[config.mk]
export PLATFORM = sky130hd
export DESIGN_NAME = stb_regs
export DESIGN_NICKNAME = d
export VERILOG_FILES = /design/src/shared/stb_pkg.sv /design/src/logic/stb_alloc_split.sv /design/src/logic/stb_regs.sv
export VERILOG_INCLUDE_DIRS = /design/src /design/src/shared
export SDC_FILE = /design/constraint.sdc
export NUM_CORES = 1
export LEC_CHECK = 0
export BUFFER_PORTS_ARGS = -buffer_cell sky130_fd_sc_hd__buf_2
export CAP_MARGIN = 5
export CORE_ASPECT_RATIO = 1.75
export CORE_UTILIZATION = 55
export CTS_CLUSTER_DIAMETER = 40
export DETAILED_ROUTE_END_ITERATION = 10
export PLACE_DENSITY_LB_ADDON = 0.3
export SLEW_MARGIN = 0
export SYNTH_ARGS = -nofsm -noshare
export SYNTH_HDL_FRONTEND = slang
export SYNTH_HIERARCHICAL = 1
export SYNTH_SLANG_ARGS = --single-unit
[constraint.sdc]
create_clock -name ref_clk -period 4.2 [get_ports ref_clk]
set_clock_uncertainty 0.1 [all_clocks]
set_input_delay 0.21 -clock ref_clk [delete_from_list [all_inputs] [get_ports ref_clk]]
set_output_delay 0.21 -clock ref_clk [all_outputs]
set_load 0.02 [all_outputs]
[src/shared/stb_consts.svh]
`ifndef STB_CONSTS_SVH
`define STB_CONSTS_SVH

// ----------------------------------------
// address map, relative to accelerator base
// ----------------------------------------
`define STB_REG_BASE 24'h006000
`define STB_REG_SPAN 24'h000100
`define STB_MEM_BASE 24'h008000
`define STB_MEM_SPAN 24'h008000

// ----------------------------------------
// register offsets inside the 256-byte window
// ----------------------------------------
`define STB_OFS_REVISION 8'h00
`define STB_OFS_SOFT_RESET 8'h04
`define STB_OFS_ENABLE_ALLOC 8'h08
`define STB_OFS_COUNTER_UPDATE 8'h0C
`define STB_OFS_TIMER_CONTROL 8'h10
`define STB_OFS_TIMER_LOAD 8'h14
`define STB_OFS_TIMER_VALUE 8'h18
`define STB_OFS_PACKET_ROUTING 8'h1C

// ----------------------------------------
// revision word fields and values
// ----------------------------------------
`define STB_REV_SCHEME 2'h1
`define STB_REV_MAJOR 3'h1
`define STB_REV_CUSTOM 2'h0
`define STB_REV_MINOR 6'h00
`define STB_REV_RTL 5'h00
// arbitrary neutral module identifier
`define STB_REV_MODULE_IDENT 12'h5A3

// ----------------------------------------
// enable / allocation fields
// ----------------------------------------
`define STB_EN_BIT 31
`define STB_ALLOC_MSB 13
`define STB_ALLOC_RESET 14'h0200
`define STB_COUNTER_BYTES 15'h4000
`define STB_WIDE_BYTES 4'h8

`endif

[src/shared/stb_pkg.sv]
package stb_pkg;
    typedef enum logic [1:0] {STB_IDLE, STB_ACK} stb_bus_state_t;
    typedef logic [13:0] stb_alloc_t;
endpackage : stb_pkg

[src/logic/stb_alloc_split.sv]
`timescale 1ns/1ns
`include "stb_consts.svh"

module stb_alloc_split
    import stb_pkg::*;
(
    input wire logic ref_clk,
    input wire logic sys_rst,
    input wire stb_alloc_t wide_counter_count,
    output logic [14:0] wide_bytes,
    output logic [13:0] narrow_count,
    output logic narrow_only
);
    logic [17:0] next_wide_bytes;

    // ----------------------------------------
    // wide / narrow split, registered
    // ----------------------------------------
    always_comb begin
        next_wide_bytes = {1'b0, wide_counter_count, 3'h0};
    end

    always_ff @(posedge ref_clk) begin
        if (sys_rst) begin
            wide_bytes <= 15'h1000;
            narrow_count <= 14'h0C00;
            narrow_only <= 1'b0;
        end else if (next_wide_bytes < 18'(`STB_COUNTER_BYTES)) begin
            // leftover space becomes 32-bit counters [RQ10]
            wide_bytes <= next_wide_bytes[14:0];
            narrow_count <= 14'((18'(`STB_COUNTER_BYTES) - next_wide_bytes) >> 2);
            narrow_only <= (wide_counter_count == 14'h0000); // [RQ11]
        end else begin
            // oversize allocation saturates to all wide
            wide_bytes <= `STB_COUNTER_BYTES;
            narrow_count <= 14'h0000;
            narrow_only <= 1'b0;
        end
    end

    AST_ZERO_ALL_NARROW: assert property (@(posedge ref_clk) disable iff (sys_rst)
        wide_counter_count == 14'h0000 |=> narrow_only && narrow_count == 14'h1000) // [RQ11]
        else $error("zero allocation not narrow only");
    AST_SPLIT_SUM: assert property (@(posedge ref_clk) disable iff (sys_rst)
        $past(wide_counter_count) < 14'h0800 && !$past(sys_rst)
        |-> 16'(wide_bytes) + 16'({narrow_count, 2'b00}) == 16'h4000) // [RQ10]
        else $error("split does not fill counter space");
endmodule : stb_alloc_split

[src/logic/stb_regs.sv]
// Chosen here: the Wishbone slave port.
`timescale 1ns/1ns
`include "stb_consts.svh"

// Notes on behaviour
// (RQ1) register window 256 bytes at 006000h
// (RQ2) counter memory 32K window at 008000h
// (RQ3) offsets are relative to accelerator base
// (RQ4) eight registers at consecutive word offsets
// (RQ5) revision word read-only with fixed fields
// (RQ6) any soft-reset write clears engine state
// (RQ7) disabled engine: no counting, streams off
// (RQ8) allocation field bits 13-0, reset 200h
// (RQ9) software writes only even allocation
// (RQ10) leftover space used as 32-bit counters
// (RQ11) zero allocation means narrow counters only
// (RQ12) reserved bits zero, read-only writes ignored
// (RQ13) soft-reset reads zero, no side effect
module stb_regs
    import stb_pkg::*;
#(
    parameter int ADDR_W = 24
) (
    input wire logic ref_clk,
    input wire logic sys_rst,
    input wire logic wb_cyc_i,
    input wire logic wb_stb_i,
    input wire logic wb_we_i,
    input wire logic [ADDR_W-1:0] wb_adr_i,
    input wire logic [3:0] wb_sel_i,
    input wire logic [31:0] wb_dat_i,
    output logic [31:0] wb_dat_o,
    output logic wb_ack_o,
    output logic wb_err_o,
    output logic mem_sel,
    output logic [14:0] mem_adr,
    output logic engine_enable,
    output logic stream_in_enable,
    output logic stream_out_enable,
    output logic count_enable,
    output logic soft_reset_pulse,
    output logic [13:0] wide_counter_count,
    output logic [14:0] wide_bytes,
    output logic [13:0] narrow_count,
    output logic narrow_only,
    output logic [31:0] counter_update,
    output logic [31:0] timer_control,
    output logic [31:0] timer_load,
    output logic [31:0] packet_routing,
    input wire logic [31:0] timer_value
);
    // decode works on a 24-bit offset: narrower cannot reach the memory window, wider is cut
    if (ADDR_W < 16 || ADDR_W > 24) begin : g_addr_w_check
        $error("ADDR_W outside 16 to 24");
    end

    // ----------------------------------------
    // address decode
    // ----------------------------------------
    // decode is against the offset from the accelerator base, never absolute [RQ3]
    function automatic logic in_win(input logic [ADDR_W-1:0] a, input logic [23:0] base, input logic [23:0] span);
        in_win = (24'(a) >= base) && (24'(a) < base + span);
    endfunction : in_win

    logic req;
    logic reg_hit;
    logic mem_hit;
    logic [7:0] ofs;
    logic wr_go;
    logic [31:0] next_dat;
    logic next_err;
    stb_bus_state_t state;

    assign req = wb_cyc_i && wb_stb_i && state == STB_IDLE;
    assign reg_hit = in_win(wb_adr_i, `STB_REG_BASE, `STB_REG_SPAN); // [RQ1]
    assign mem_hit = in_win(wb_adr_i, `STB_MEM_BASE, `STB_MEM_SPAN); // [RQ2]
    assign ofs = 8'(24'(wb_adr_i) - `STB_REG_BASE);
    assign wr_go = req && wb_we_i && reg_hit;

    // ----------------------------------------
    // bus handshake: one wait state, ack for one cycle
    // ----------------------------------------
    always_ff @(posedge ref_clk) begin
        if (sys_rst) begin
            state <= STB_IDLE;
        end else if (state == STB_IDLE && wb_cyc_i && wb_stb_i) begin
            state <= STB_ACK;
        end else begin
            state <= STB_IDLE;
        end
    end

    // ----------------------------------------
    // control registers
    // ----------------------------------------
    function automatic logic [31:0] merge(input logic [31:0] old, input logic [31:0] d, input logic [3:0] s);
        for (int i = 0; i < 4; i++) begin
            merge[i*8 +: 8] = s[i] ? d[i*8 +: 8] : old[i*8 +: 8];
        end
    endfunction : merge

    logic [31:0] ea_merged;
    assign ea_merged = merge({engine_enable, 17'h00000, wide_counter_count}, wb_dat_i, wb_sel_i);

    always_ff @(posedge ref_clk) begin
        if (sys_rst) begin
            engine_enable <= 1'b0; // [RQ7]
            wide_counter_count <= `STB_ALLOC_RESET; // [RQ8]
        end else if (wr_go && ofs == `STB_OFS_ENABLE_ALLOC) begin
            // reserved 30-14 dropped; odd counts kept as written [RQ12] [RQ9]
            engine_enable <= ea_merged[`STB_EN_BIT];
            wide_counter_count <= ea_merged[`STB_ALLOC_MSB:0]; // [RQ8]
        end
    end

    always_ff @(posedge ref_clk) begin
        if (sys_rst) begin
            counter_update <= 32'h00000000;
            timer_control <= 32'h00000000;
            timer_load <= 32'h00000000;
            packet_routing <= 32'h00000000;
        end else if (wr_go) begin
            if (ofs == `STB_OFS_COUNTER_UPDATE) begin
                counter_update <= merge(counter_update, wb_dat_i, wb_sel_i);
            end else if (ofs == `STB_OFS_TIMER_CONTROL) begin
                timer_control <= merge(timer_control, wb_dat_i, wb_sel_i);
            end else if (ofs == `STB_OFS_TIMER_LOAD) begin
                timer_load <= merge(timer_load, wb_dat_i, wb_sel_i);
            end else if (ofs == `STB_OFS_PACKET_ROUTING) begin // [RQ4]
                packet_routing <= merge(packet_routing, wb_dat_i, wb_sel_i);
            end
        end
    end

    // any value, any lanes: a write alone triggers the clear
    always_ff @(posedge ref_clk) begin
        if (sys_rst) begin
            soft_reset_pulse <= 1'b0;
        end else begin
            soft_reset_pulse <= wr_go && ofs == `STB_OFS_SOFT_RESET; // [RQ6]
        end
    end

    // gating of counting and both streams by the enable
    assign count_enable = engine_enable && !soft_reset_pulse; // [RQ7]
    assign stream_in_enable = engine_enable; // [RQ7]
    assign stream_out_enable = engine_enable; // [RQ7]

    // ----------------------------------------
    // read path
    // ----------------------------------------
    always_comb begin
        next_dat = 32'h00000000;
        next_err = 1'b0;
        if (!reg_hit && !mem_hit) begin
            next_err = 1'b1;
        end else if (mem_hit) begin
            next_dat = 32'h00000000;
        end else if (ofs == `STB_OFS_REVISION) begin
            // fixed word, reserved 29-28 read zero [RQ5] [RQ12]
            next_dat = {`STB_REV_SCHEME, 2'b00, `STB_REV_MODULE_IDENT, `STB_REV_RTL,
                        `STB_REV_MAJOR, `STB_REV_CUSTOM, `STB_REV_MINOR};
        end else if (ofs == `STB_OFS_SOFT_RESET) begin
            next_dat = 32'h00000000; // [RQ13]
        end else if (ofs == `STB_OFS_ENABLE_ALLOC) begin
            next_dat = {engine_enable, 17'h00000, wide_counter_count}; // [RQ12]
        end else if (ofs == `STB_OFS_COUNTER_UPDATE) begin
            next_dat = counter_update;
        end else if (ofs == `STB_OFS_TIMER_CONTROL) begin
            next_dat = timer_control;
        end else if (ofs == `STB_OFS_TIMER_LOAD) begin
            next_dat = timer_load;
        end else if (ofs == `STB_OFS_TIMER_VALUE) begin
            next_dat = timer_value;
        end else if (ofs == `STB_OFS_PACKET_ROUTING) begin
            next_dat = packet_routing;
        end
    end

    always_ff @(posedge ref_clk) begin
        if (sys_rst) begin
            wb_dat_o <= 32'h00000000;
            wb_err_o <= 1'b0;
            wb_ack_o <= 1'b0;
            mem_sel <= 1'b0;
            mem_adr <= 15'h0000;
        end else begin
            wb_dat_o <= req && !wb_we_i ? next_dat : 32'h00000000;
            wb_err_o <= req && next_err;
            wb_ack_o <= req && !next_err;
            mem_sel <= req && mem_hit; // [RQ2]
            mem_adr <= 15'(24'(wb_adr_i) - `STB_MEM_BASE);
        end
    end

    stb_alloc_split u_split (
        .ref_clk(ref_clk),
        .sys_rst(sys_rst),
        .wide_counter_count(wide_counter_count),
        .wide_bytes(wide_bytes),
        .narrow_count(narrow_count),
        .narrow_only(narrow_only)
    );

    // ----------------------------------------
    // checks
    // ----------------------------------------
    AST_SOFT_RESET_ANY_VALUE: assert property (@(posedge ref_clk) disable iff (sys_rst)
        wr_go && ofs == `STB_OFS_SOFT_RESET |=> soft_reset_pulse ##1 !soft_reset_pulse) // [RQ6]
        else $error("soft reset write gave no single pulse");
    AST_DISABLED_QUIET: assert property (@(posedge ref_clk) disable iff (sys_rst)
        !engine_enable |-> !count_enable && !stream_in_enable && !stream_out_enable) // [RQ7]
        else $error("disabled engine still active");
    AST_ALLOC_WRITE: assert property (@(posedge ref_clk) disable iff (sys_rst)
        wr_go && ofs == `STB_OFS_ENABLE_ALLOC && wb_sel_i == 4'hF
        |=> wide_counter_count == $past(wb_dat_i[13:0]) && engine_enable == $past(wb_dat_i[31])) // [RQ8]
        else $error("allocation write not stored");
    AST_REV_READ: assert property (@(posedge ref_clk) disable iff (sys_rst)
        req && !wb_we_i && reg_hit && ofs == `STB_OFS_REVISION
        |=> wb_ack_o && wb_dat_o[31:30] == 2'h1 && wb_dat_o[29:28] == 2'h0 && wb_dat_o[10:8] == 3'h1) // [RQ5]
        else $error("revision word wrong");
    AST_SOFT_RESET_READ: assert property (@(posedge ref_clk) disable iff (sys_rst)
        req && !wb_we_i && reg_hit && ofs == `STB_OFS_SOFT_RESET
        |=> wb_ack_o && wb_dat_o == 32'h00000000 && !soft_reset_pulse) // [RQ13]
        else $error("soft reset read not zero or had effect");
    AST_RESERVED_ZERO: assert property (@(posedge ref_clk) disable iff (sys_rst)
        req && !wb_we_i && reg_hit && ofs == `STB_OFS_ENABLE_ALLOC
        |=> wb_dat_o[30:14] == 17'h00000) // [RQ12]
        else $error("reserved bits not zero");
    AST_WINDOW_ACK: assert property (@(posedge ref_clk) disable iff (sys_rst)
        req && 24'(wb_adr_i) >= 24'h006000 && 24'(wb_adr_i) < 24'h006100 |=> wb_ack_o && !wb_err_o) // [RQ1]
        else $error("register window not acknowledged");
    AST_UNMAPPED_ERR: assert property (@(posedge ref_clk) disable iff (sys_rst)
        req && !reg_hit && !mem_hit |=> wb_err_o && !wb_ack_o ##1 !wb_err_o) // [RQ3]
        else $error("unmapped access not refused");
    AST_MEM_SELECT: assert property (@(posedge ref_clk) disable iff (sys_rst)
        req && 24'(wb_adr_i) >= 24'h008000 && 24'(wb_adr_i) < 24'h010000 |=> mem_sel && wb_ack_o) // [RQ2]
        else $error("counter memory not selected");
    AST_ROUTING_WRITE: assert property (@(posedge ref_clk) disable iff (sys_rst)
        wr_go && ofs == 8'h1C && wb_sel_i == 4'hF |=> packet_routing == $past(wb_dat_i)) // [RQ4]
        else $error("routing register not at 1Ch");

    COV_ENABLE: cover property (@(posedge ref_clk) disable iff (sys_rst) $rose(engine_enable));
    COV_SOFT_RESET: cover property (@(posedge ref_clk) disable iff (sys_rst) soft_reset_pulse);
    COV_NARROW_ONLY: cover property (@(posedge ref_clk) disable iff (sys_rst) narrow_only);
    COV_UNMAPPED: cover property (@(posedge ref_clk) disable iff (sys_rst) wb_err_o);
endmodule : stb_regs

==> flow_metrics.tcl <==
set metrics [dict create \
    outcome "finished clean" \
    dieArea_sq_um 18500 \
    multi_input_area_sq_um 5080 \
    cts_resized 0 \
    cellLeakagePower_nw 5.80 \
    worstPathArrival_ns 3.26 \
    hold_buffers 45 \
    grt_pass1_wl_um 49700 \
    max_freq_mhz 341 \
    place_congestion 0.858 \
    start_util_pct 56.2 \
    maxSlewViolCount 0 \
    cts-root-buf "clkbuf_16" \
    ctsHtreeMaxLevel 1 \
    ys_dominant_reg_cell "dfxtp_1" \
    dp_hpwl_um 22700 \
    routed-via-count 9427 \
    clk_latency_ns 0.49 \
    fillers 1324 \
    dieHeight_um 179 \
    cp-end-kind "register" \
    tns_ns 0 \
    synth.distinct_cells 59 \
    maxSlewHeadroom_pct 28.5 \
    hold_viol_final 0 \
    cts_tree "yes" \
    cts_buffers 21 \
    grt_pass1_vias 9307 \
    mostFrequentLayoutCell "buf_2" \
    std_cell_rows 64 \
    cts_sinks 220 \
    vias_per_cell 5.93 \
    syn_to_final_growth_pct 27.9 \
    synth_edf_count 0 \
    synthArstFlopShare_pct 0 \
    io_buffers 319 \
    peakVddDrop_v 0.000283 \
    final_nets 1444 \
    worstPathRequired_ns 4.52 \
    ys_ff_latch 220 \
    r2r_slack_ns 1.79 \
    track_usage_pct 35.4 \
    avgRoutedWirePerCell_um 20.8 \
    critPathMaxFanout 38 \
    drtIter0Drc 491 \
    first_pass_iters 5 \
    final_cell_mix "317 x buf_2, 220 x dfxtp_1, 133 x nand2b_1" \
    route.detailed.drc 0 \
    critical_path_buf_inv_count 3 \
    grt_max_degree 108 \
    syn_inst 1027 \
    regArea_sq_um 4400 \
    grt_setup_unrepaired "no" \
    synth_seq_area_share_pct 44.7 \
    postCtsSetupRepairBufs 0 \
    critical-path-max-stage-delay_ns 0.66 \
    worstSetupPathType "input pin to register" \
    synth.cell_area_sq_um 9850 \
    critPathTopFamily "simple AND/OR/NAND/NOR gates" \
    die_w_um 103 \
    antenna_found_initial 2 \
    wl_um 33100 \
    num_io_pins 324 \
    pre_cts_slack_ns 1.25 \
    power.density_nw_per_um2 337 \
    setup_violations 0 \
    cap_violations 0 \
    path_clk_slew_ns 0.07 \
    postRouteAntennaNets 0 \
    coreArea_sq_um 17500 \
    postSynthAreaPerCell_sq_um 9.59 \
    path_cells "dlygate4sd3_1 > buf_2 > or4bb_1 > nor4_2 > buf_4 > and4_1 > mux2i_1" \
    ys_warn_count 6 \
    layout_setup_ws_ns 1.27 \
    drive_above_1_share_pct 28.9 \
    synth_area_leader_cell "dfxtp_1" \
    yosysTopAreaCellShare_pct 44.7 \
    cts_buffer_depth 3 \
    hold_class "input pin to register" \
    period_needed_ns 2.93 \
    post-route-period-util_pct 69.8 \
    slowest_stage "and4_1" \
    netlist_top_cells_area "dfxtp_1 45%, mux2i_1 13%, nand2b_1 8.4%" \
    worst_pin_slew_ns 1.07 \
    critPathLaunchType "input pin" \
    gr-total-overflow 0 \
]
==> cells in the mapped netlist, types with 7 or more instances <==
master,instances
nor4_1,9
buf_2,11
mux2i_1,130
nand2b_1,133
nor3_1,17
a211o_1,15
nand2_1,43
dfxtp_1,220
a21oi_1,85
nor2b_1,15
buf_4,8
o21ai_0,53
clkbuf_1,54
mux4_2,8
or4_1,18
o31ai_1,17
and2_1,11
nand3_1,49
nor4_2,8
a21o_1,15
buf_1,8
nor2_1,22
a221oi_1,15
inv_1,7
==> area by class of cell <==
cell class,count,area share [%]
multi-input combinational,721,40.3
sequential,220,35.0
timing repair buffer,375,16.9
clock buffer,30,4.92
tap,231,2.29
clock inverter,5,0.298
inverter,7,0.209
antenna,2,0.0397
==> cell families (layout without fill, tap and decap cells) <==
logic type	after synthesis	after routing	share of synthesized area [%]
flops	220	220	44.7
xor+xnor	1	1	0.0889
other cells	1	7	0.0381
simple gates	362	362	22.8
mux	139	139	15.2
fa+ha+maj	1	1	0.127
buf+inv	90	417	4.03
compound gates	213	213	13.1
==> worst register-to-register path, stage by stage (launching register included) <==
cell and delay (ns):
dfxtp_1 0.32, nand3b_1 0.35, nor2_1 0.55, nand4b_1 0.61, nor3_1 0.39
==> flip-flops by register name (all words and copies together) (netlist names) <==
signal,cells
counter_update,32
engine_enable,1
mem_adr,15
mem_sel,1
packet_routing,32
soft_reset_pulse,1
state,1
timer_control,32
timer_load,32
u_split/narrow_count,12
u_split/narrow_only,1
u_split/wide_bytes,12
wb_ack_o,1
wb_dat_o,32
wb_err_o,1
wide_counter_count,14
==> stage by stage <==
stage	cells	cell area [sq um]	utilization (%)	hold slack [ns]	power, mW
2_1_floorplan	1031	9870	-	0.182	2.31
4_1_cts	1589	12600	71.8	0.0437	4.24
5_1_grt	1590	12600	71.8	0.0373	4.36
3_5_place_dp	1509	11500	65.5	0.361	2.42
6_report	1591	12600	71.8	0.0500	4.24
3_3_place_gp	1509	11500	65.5	0.348	2.42
==> routing by layer <==
| layer | track usage, % | up-vias | share of wire, % |
|---|---|---|---|
| met5 | 0 | - | 0.036 |
| met4 | 23.6 | 2 | 6.2 |
| met3 | 5.89 | 133 | 6.5 |
| met2 | 62.4 | 474 | 51 |
| met1 | 38.0 | 4509 | 36 |
| li1 | - | 4309 | - |
==> report_power, final <==
group	internal (mW)	switching, mW	leakage (nW)	total (mW)
logic	0.132	0.184	3.70	0.316
clock network	1.03	0.802	0.324	1.83
registers	2.09	0.00257	1.78	2.10
total	3.25	0.989	5.80	4.24
==> final timing paths <==
| check | start | cells after the start | end |
|---|---|---|---|
| setup / recovery | wb_adr_i[15] | 7 | timer_control[14] |
| hold / removal | wb_sel_i[3] | 3 | packet_routing[29] |
| hold reg to reg | counter_update[21] | 2 | counter_update[21] |
| setup reg to reg | state[0] | 4 | wb_dat_o[19] |
Note: power is estimated with default switching activity, not from simulation.
